### config.mk
export PLATFORM = sky130hd
export DESIGN_NAME = ddshp_device_flat
export DESIGN_NICKNAME = d
export VERILOG_FILES = /design/src/logic/ddshp_pkg.sv /design/src/logic/ddshp_if.sv /design/src/logic/ddshp_device.sv /design/src/flat_wrapper.sv
export VERILOG_INCLUDE_DIRS = /design/src /design/src/logic
export SDC_FILE = /design/constraint.sdc
export NUM_CORES = 1
export LEC_CHECK = 0
export BUFFER_PORTS_ARGS = -buffer_cell sky130_fd_sc_hd__buf_2
export CORE_AREA = 2 2 180 270
export DETAILED_ROUTE_END_ITERATION = 7
export DIE_AREA = 0 0 182 272
export PLACE_DENSITY = 0.43
export SLEW_MARGIN = 25
export SYNTH_ARGS = -nofsm -noshare
export SYNTH_HDL_FRONTEND = slang
export SYNTH_SLANG_ARGS = --single-unit
### constraint.sdc
create_clock -name core_clk -period 5.5 [get_ports core_clk]
set_input_delay 0.55 -clock core_clk [delete_from_list [all_inputs] [get_ports core_clk]]
set_output_delay 0.55 -clock core_clk [all_outputs]
set_load 0.02 [all_outputs]
### src/logic/ddshp_params.svh
// Purpose: constants shared by both ends of the oscillator write port
// Assumes: one core clock at 250 MHz on both ends
// Notes:   byte selects, reset values and host strobe pacing
`ifndef DDSHP_PARAMS_SVH
`define DDSHP_PARAMS_SVH

`define DDSHP_NUM_REGS      12
`define DDSHP_SEL_W         4
`define DDSHP_DATA_W        8
`define DDSHP_WORD_W        48
`define DDSHP_SAMPLE_W      16
`define DDSHP_OF_BASE       6
`define DDSHP_CF_MSB_IDX    5
`define DDSHP_CF_MSB_RESET  8'h40
`define DDSHP_BYTE_RESET    8'h00
`define DDSHP_CLK_NS        4
`define DDSHP_PHASE_NS      12
`define DDSHP_PHASE_CYC     ((`DDSHP_PHASE_NS + `DDSHP_CLK_NS - 1) / `DDSHP_CLK_NS)
`define DDSHP_CNT_W         4

`endif

### src/logic/ddshp_pkg.sv
// Purpose: types for the oscillator write port
// Assumes: ddshp_params.svh holds the numbers
// Notes:   none
`include "ddshp_params.svh"

package ddshp_pkg;
  typedef logic [`DDSHP_WORD_W-1:0]   ddshp_word_t;
  typedef logic [`DDSHP_DATA_W-1:0]   ddshp_byte_t;
  typedef logic [`DDSHP_SEL_W-1:0]    ddshp_sel_t;
  typedef logic [`DDSHP_SAMPLE_W-1:0] ddshp_sample_t;
  typedef enum logic [1:0] {
    DDSHP_H_IDLE,
    DDSHP_H_SETUP,
    DDSHP_H_HIGH,
    DDSHP_H_HOLD
  } ddshp_hstate_t;
endpackage : ddshp_pkg

### src/logic/ddshp_if.sv
// Purpose: pins between host and oscillator
// Assumes: all pins driven by the host end
// Notes:   plain one-way wires, no clocking block
`timescale 1ns/10ps
`default_nettype none

interface ddshp_if;
  import ddshp_pkg::*;
  logic          wr_strobe;
  logic          wr_sel_n;
  ddshp_sel_t    reg_sel;
  ddshp_byte_t   data;
  logic          commit_n;
  logic          reset_n;
  logic          offset_gate;
  logic [1:0]    phase_quadrant_sel;

  modport dev (
    input wr_strobe, wr_sel_n, reg_sel, data, commit_n, reset_n,
          offset_gate, phase_quadrant_sel
  );
  modport hst (
    output wr_strobe, wr_sel_n, reg_sel, data, commit_n, reset_n,
           offset_gate, phase_quadrant_sel
  );
endinterface : ddshp_if

`default_nettype wire

### src/logic/ddshp_device.sv
// Purpose: oscillator end: staged and active frequency bytes, accumulator
// Assumes: every link pin is asynchronous and passes two flip-flops
// Notes:   pin reset acts only together with commit
//
// Notes on behaviour
// strobe rise with select low stores byte
// data bit 7 is byte msb
// select bus bit 3 is msb
// strobes with select high are ignored
// accumulator and sample advance every clock
// strobe side crosses safely into clock
// reset restores default register values
// reset clears accumulator feedback to zero
// reset needs commit asserted too
// commit copies staged bytes to active
// commit leaves gate and quadrant untouched
// write all, then commit moves all
// commit held passes each byte through
// selects 0-5 center, 6-11 offset, lsb first
// center msb resets 40h, rest zero
// offset gate low zeroes offset term
// writes accepted one clock after reset
// increment is 48-bit sum, carry dropped
// commit and reset synchronised before use
`timescale 1ns/10ps
`default_nettype none
`include "ddshp_params.svh"

module ddshp_device #(
  parameter int NREG = `DDSHP_NUM_REGS
) (
  input  wire logic               core_clk,
  input  wire logic               rst,
  ddshp_if.dev                    lnk,
  output var ddshp_pkg::ddshp_sample_t sample_q,
  output var ddshp_pkg::ddshp_word_t   phase_q,
  output wire ddshp_pkg::ddshp_word_t  center_word,
  output wire ddshp_pkg::ddshp_word_t  offset_freq_word
);
  import ddshp_pkg::*;

  ////////////////////////////////////////////////////////////////////////
  // pin synchronisers

  localparam int PIN_W      = 19;
  localparam int STB_BIT    = 18;
  localparam int SELN_BIT   = 17;
  localparam int SEL_LSB    = 13;
  localparam int DATA_LSB   = 5;
  localparam int COMMIT_BIT = 4;
  localparam int RESET_BIT  = 3;
  localparam int GATE_BIT   = 2;

  // idle levels: leaving reset shows no strobe edge and no pin reset
  localparam logic [PIN_W-1:0] PIN_IDLE = {
    1'h0,
    1'h1,
    {`DDSHP_SEL_W{1'h0}},
    {`DDSHP_DATA_W{1'h0}},
    1'h1,
    1'h1,
    1'h0,
    2'h0
  };

  logic [PIN_W-1:0] pin_raw;
  logic [PIN_W-1:0] pin_s1_q;
  logic [PIN_W-1:0] pin_s2_q;
  logic             strobe_s3_q;

  // bit order: strobe, sel_n, sel, data, commit_n, reset_n, gate, quad
  assign pin_raw = {lnk.wr_strobe, lnk.wr_sel_n, lnk.reg_sel, lnk.data,
                    lnk.commit_n, lnk.reset_n, lnk.offset_gate,
                    lnk.phase_quadrant_sel};

  // two-flop synchroniser on every link pin
  always_ff @(posedge core_clk) begin
    if (rst) begin
      pin_s1_q <= PIN_IDLE;
      pin_s2_q <= PIN_IDLE;
    end else begin
      pin_s1_q <= pin_raw;
      pin_s2_q <= pin_s1_q;
    end
  end

  // one more flop on the settled strobe for its edge detector
  always_ff @(posedge core_clk) begin
    if (rst) begin
      strobe_s3_q <= PIN_IDLE[STB_BIT];
    end else begin
      strobe_s3_q <= pin_s2_q[STB_BIT];
    end
  end

  ////////////////////////////////////////////////////////////////////////
  // decoded pin levels

  // every level below is read from the second flop only
  wire              strobe_s = pin_s2_q[STB_BIT];
  wire              sel_n_s  = pin_s2_q[SELN_BIT];
  wire ddshp_sel_t  sel_s    = pin_s2_q[SEL_LSB +: `DDSHP_SEL_W];
  wire ddshp_byte_t data_s   = pin_s2_q[DATA_LSB +: `DDSHP_DATA_W];
  wire              commit_s = ~pin_s2_q[COMMIT_BIT];
  wire              reset_s  = ~pin_s2_q[RESET_BIT];
  wire              gate_s   = pin_s2_q[GATE_BIT];
  wire [1:0]        quad_s   = pin_s2_q[1:0];

  ////////////////////////////////////////////////////////////////////////
  // write and reset qualifiers

  wire strobe_rise = strobe_s & ~strobe_s3_q;
  wire write_go    = strobe_rise & ~sel_n_s;
  wire pin_reset   = reset_s & commit_s;
  wire clear_all   = rst | pin_reset;

  ////////////////////////////////////////////////////////////////////////
  // decode helpers

  function automatic logic sel_hit(input ddshp_sel_t sel, input int idx);
    sel_hit = (sel == idx[`DDSHP_SEL_W-1:0]);
  endfunction : sel_hit

  function automatic ddshp_byte_t reset_byte(input int idx);
    if (idx == `DDSHP_CF_MSB_IDX)
      reset_byte = `DDSHP_CF_MSB_RESET;
    else
      reset_byte = `DDSHP_BYTE_RESET;
  endfunction : reset_byte

  ////////////////////////////////////////////////////////////////////////
  // staged and active bytes

  ddshp_byte_t stage_q [NREG];
  ddshp_byte_t act_q   [NREG];

  // one staging and one active byte per select
  genvar g;
  generate
    for (g = 0; g < NREG; g++) begin : g_byte
      wire wr_hit = write_go & sel_hit(sel_s, g);

      // staging byte: reset wins over a write in the same clock
      always_ff @(posedge core_clk) begin
        if (clear_all) begin
          stage_q[g] <= reset_byte(g);
        end else if (wr_hit) begin
          stage_q[g] <= data_s;
        end
      end

      // active byte: follows staging while commit is held
      always_ff @(posedge core_clk) begin
        if (clear_all) begin
          act_q[g] <= reset_byte(g);
        end else if (commit_s) begin
          act_q[g] <= stage_q[g];
        end
      end

      // center bytes first, then offset bytes, each lsb first
      if (g < `DDSHP_OF_BASE) begin : g_cf
        assign center_word[8*g +: 8] = act_q[g];
      end else begin : g_of
        assign offset_freq_word[8*(g-`DDSHP_OF_BASE) +: 8] = act_q[g];
      end
    end
  endgenerate

  ////////////////////////////////////////////////////////////////////////
  // phase accumulator and sample

  localparam int QUAD_PAD = `DDSHP_SAMPLE_W - 2;

  ddshp_word_t   offset_term;
  ddshp_word_t   incr;
  ddshp_word_t   phase_d;
  ddshp_sample_t quad_add;
  ddshp_sample_t sample_d;

  // gate and quadrant bypass the staging entirely
  assign offset_term = gate_s ? offset_freq_word : '0;
  assign incr        = center_word + offset_term;
  assign quad_add    = {quad_s, {QUAD_PAD{1'h0}}};
  assign phase_d     = phase_q + incr;
  assign sample_d    = phase_q[`DDSHP_WORD_W-1 -: `DDSHP_SAMPLE_W] + quad_add;

  // accumulator: feedback cleared by either reset
  always_ff @(posedge core_clk) begin
    if (clear_all) begin
      phase_q <= '0;
    end else begin
      phase_q <= phase_d;
    end
  end

  // sample: one clock behind the accumulator
  always_ff @(posedge core_clk) begin
    if (clear_all) begin
      sample_q <= '0;
    end else begin
      sample_q <= sample_d;
    end
  end

endmodule : ddshp_device

`default_nettype wire

### src/flat_wrapper.sv
// flat-port wrapper written by rule: the top's interface ports become plain ports
module ddshp_device_flat import ddshp_pkg::*;
#(
  parameter int NREG = `DDSHP_NUM_REGS
)
  (core_clk, rst, sample_q, phase_q, center_word, offset_freq_word, lnk_wr_strobe, lnk_wr_sel_n, lnk_reg_sel, lnk_data, lnk_commit_n, lnk_reset_n, lnk_offset_gate, lnk_phase_quadrant_sel);
  ddshp_if lnk_i ();
  input  wire logic core_clk;
  input  wire logic rst;
  output var ddshp_pkg::ddshp_sample_t sample_q;
  output var ddshp_pkg::ddshp_word_t phase_q;
  output wire ddshp_pkg::ddshp_word_t center_word;
  output wire ddshp_pkg::ddshp_word_t offset_freq_word;
  input wire logic [$bits(lnk_i.wr_strobe)-1:0] lnk_wr_strobe;
  input wire logic [$bits(lnk_i.wr_sel_n)-1:0] lnk_wr_sel_n;
  input wire logic [$bits(lnk_i.reg_sel)-1:0] lnk_reg_sel;
  input wire logic [$bits(lnk_i.data)-1:0] lnk_data;
  input wire logic [$bits(lnk_i.commit_n)-1:0] lnk_commit_n;
  input wire logic [$bits(lnk_i.reset_n)-1:0] lnk_reset_n;
  input wire logic [$bits(lnk_i.offset_gate)-1:0] lnk_offset_gate;
  input wire logic [$bits(lnk_i.phase_quadrant_sel)-1:0] lnk_phase_quadrant_sel;
  assign lnk_i.wr_strobe = lnk_wr_strobe;
  assign lnk_i.wr_sel_n = lnk_wr_sel_n;
  assign lnk_i.reg_sel = lnk_reg_sel;
  assign lnk_i.data = lnk_data;
  assign lnk_i.commit_n = lnk_commit_n;
  assign lnk_i.reset_n = lnk_reset_n;
  assign lnk_i.offset_gate = lnk_offset_gate;
  assign lnk_i.phase_quadrant_sel = lnk_phase_quadrant_sel;
  ddshp_device #(.NREG(NREG)) u_core (.core_clk(core_clk), .rst(rst), .lnk(lnk_i), .sample_q(sample_q), .phase_q(phase_q), .center_word(center_word), .offset_freq_word(offset_freq_word));
endmodule
==> impl_metrics.json <==
{
  "setup_viol": 0,
  "period_needed_ns": 4.40,
  "layout.cells.most_common": "and2_1",
  "drv_cap": 0,
  "clk_latency_ns": 0.58,
  "utilization_pct": 34.9,
  "skew_ns": 0.0136,
  "holdCritStartpoint": "lnk_reset_n",
  "leakage_nw": 6.95,
  "ys_top_cells_by_area": "edfxtp_1 (41%), dfxtp_1 (15%), and2_1 (12%), fa_1 (6.9%), ha_1 (4.2%)",
  "io_pins": 181,
  "clockBufferDepth": 3,
  "rrSetupSlack_ns": 1.10,
  "cp-start-kind": "flip-flop",
  "place_congestion": 0.854,
  "worstSetupPathType": "flip-flop to flip-flop",
  "grt_util_all_layers_pct": 15.9,
  "wl_per_cell_um": 20.3,
  "synth_cell_type_count": 57,
  "syn_area_um2": 14000,
  "drive_above_1_share_pct": 19.2,
  "cts_tree": "yes",
  "synth_area_leader_cell": "edfxtp_1",
  "fin_nets": 1451,
  "drc": 0,
  "yosys_warnings": 0,
  "ys.flop_type": "edfxtp_1",
  "die_h_um": 272,
  "irDropWorstVdd_mv": 0.256,
  "post_cts_buffers": 0,
  "min_to": "u_core.pin_s1_q[3]$_SDFF_PP1_",
  "ff2ff_path_depth": 12,
  "path_clk_slew_ns": 0.06,
  "yosysSeqAreaShare_pct": 55.9,
  "antenna_found_initial": 0,
  "synthCells": 1182,
  "finalMaxSlewViolations": 0,
  "timing.rr.start": "u_core.pin_s2_q[2]$_SDFF_PP0_",
  "cts_hold_buf": 0,
  "syn2layout_area_growth_pct": 17.8,
  "fin_crit_sh_pct": 80.1,
  "initial_core_util_pct": 29.6,
  "rr_endpoint": "u_core.phase_q[42]$_SDFF_PP0_",
  "power_density_nw_per_um2": 435,
  "hold_class": "input port to flip-flop",
  "rsz0062_at_grt": "false",
  "synth_nets": 1298,
  "crit_fanout": 41,
  "ant_nets": 0,
  "synth-edff-count": 192,
  "place_inst": 1901,
  "maxSlewHeadroom_pct": 43.0,
  "grt_pass1_wl_mm": 59.3,
  "grt.overflow.total": 0,
  "die_area_um2": 49500,
  "cts.repair.resized": 0,
  "rows": 98,
  "numCtsBuffers": 31,
  "final_cells": 1960,
  "synthArstFlopShare_pct": 0,
  "status": "finished, final reports clean",
  "ys_seq_elements": 295,
  "htreeDepth": 1,
  "vias": 9036,
  "max_freq_mhz": 227,
  "grt_max_degree": 97,
  "avgViaCountPerCell": 4.61,
  "drt_pre_antenna_iters": 5,
  "syn_area_per_cell_um2": 11.9,
  "dp_hpwl_mm": 29.7,
  "crit_path_end_kind": "flip-flop",
  "worstPathRequired_ns": 6.00,
  "core-area_um2": 47300,
  "hold_depth": 2,
  "tns_ns": 0,
  "hold_viol_final": 0,
  "cp_data_arrival_time_ns": 4.91,
  "synth_top_area_share_pct": 41.2,
  "drt-total-wl_mm": 39.8,
  "io_buffers": 180,
  "die_w_um": 182,
  "final_cell_mix": "and2_1 (258), edfxtp_1 (192), buf_2 (180)",
  "tightest_slew_ns": 0.854,
  "clock_sinks": 295,
  "antenna_cells": 0,
  "cts_root_buf": "clkbuf_16",
  "grt_pass1_vias": 9346,
  "first_iter_violations": 540
}
-- cells by family (layout without fill, tap and decap cells) --
logic type | after synthesis | after routing | synth area share (%)
adder cells (fa/ha/maj) | 95 | 95 | 11.1
AO/OA/AOI/OAI | 169 | 169 | 7.80
XOR/XNOR | 39 | 39 | 2.44
AND/OR/NAND/NOR | 501 | 501 | 20.1
buffers and inverters | 81 | 259 | 2.57
multiplexers | 2 | 2 | 0.143
flip-flops | 295 | 295 | 55.9
-- metrics by stage --
| step | total power, mW | setup WS (ns) | hold WS [ns] | area, µm² |
|---|---|---|---|---|
| after detailed placement | 5.07 | 1.17 | 0.397 | 15400 |
| after CTS | 7.28 | 1.16 | 0.115 | 16500 |
| final | 7.18 | 1.10 | 0.151 | 16500 |
| after global placement | 5.08 | 1.23 | 0.396 | 15400 |
| after floorplan | 4.42 | 1.65 | 0.389 | 14000 |
| after global routing | 7.60 | 0.744 | 0.128 | 16500 |
-- cells in the mapped netlist (20+ instances only) --
library cell / number
ha_1: 47
a21oi_1: 47
xnor2_1: 20
o21ai_0: 39
dfxtp_1: 103
fa_1: 48
and2_1: 258
nor2b_1: 38
edfxtp_1: 192
clkbuf_1: 53
nand2_1: 41
a21o_1: 28
nor2_1: 85
-- area by class of cell --
class | instances | area, µm²
flip-flops and latches | 295 | 7830
inverters | 11 | 41.3
fillers | 4790 | 30800
repair buffers | 190 | 996
multi-input cells | 806 | 5850
clock inverters | 20 | 220
well taps | 600 | 751
clock buffers | 38 | 822
-- flip-flops by register name, indices dropped and copies added, names as in the netlist --
| register | flops |
|---|---|
| u_core.stage_q | 96 |
| u_core.phase_q | 48 |
| u_core.strobe_s3_q | 1 |
| u_core.act_q | 96 |
| u_core.pin_s2_q | 19 |
| u_core.sample_q | 16 |
| u_core.pin_s1_q | 19 |
-- layer usage --
layer	part of all wire [%]	track usage [%]	wire length [µm]	up-vias
li1	-	-	-	4379
met1	44	20.5	17300	4371
met2	49	27.0	19300	218
met3	4.0	2.17	1600	68
met4	3.9	6.54	1550	0
met5	0	0	0	-
-- worst max-delay path by stage --
stage	cells after the start	to	startpoint
5_1_grt	12	u_core.phase_q[42]$_SDFF_PP0_	u_core.pin_s2_q[2]$_SDFF_PP0_
2_1_floorplan	3	u_core.act_q[0][0]$_SDFFCE_PN0P_	rst
4_1_cts	12	u_core.phase_q[42]$_SDFF_PP0_	u_core.pin_s2_q[2]$_SDFF_PP0_
3_3_place_gp	12	u_core.phase_q[42]$_SDFF_PP0_	u_core.pin_s2_q[2]$_SDFF_PP0_
3_5_place_dp	12	u_core.phase_q[42]$_SDFF_PP0_	u_core.pin_s2_q[2]$_SDFF_PP0_
6_report	12	u_core.phase_q[42]$_SDFF_PP0_	u_core.pin_s2_q[2]$_SDFF_PP0_
-- power breakdown --
| part | total (mW) | switching (mW) | leakage (nW) | internal, mW |
|---|---|---|---|---|
| combinational | 2.14 | 1.35 | 3.61 | 0.787 |
| sequential | 2.88 | 0.265 | 2.84 | 2.62 |
| clock | 2.17 | 0.915 | 0.495 | 1.25 |
| total | 7.18 | 2.53 | 6.95 | 4.66 |
-- worst max-delay path, cell delays in order (launching register included) --
cell and delay [ns]:
dfxtp_1 0.41, buf_4 0.43, and2_1 0.22, fa_1 0.42
ha_1 0.38, and2_1 0.20, a2111oi_0 0.46, o31ai_1 0.21
a221oi_1 0.62, a21oi_1 0.28, o211ai_1 0.34, a21boi_0 0.14
nor3b_1 0.18
(Power assumes the default switching activity.)
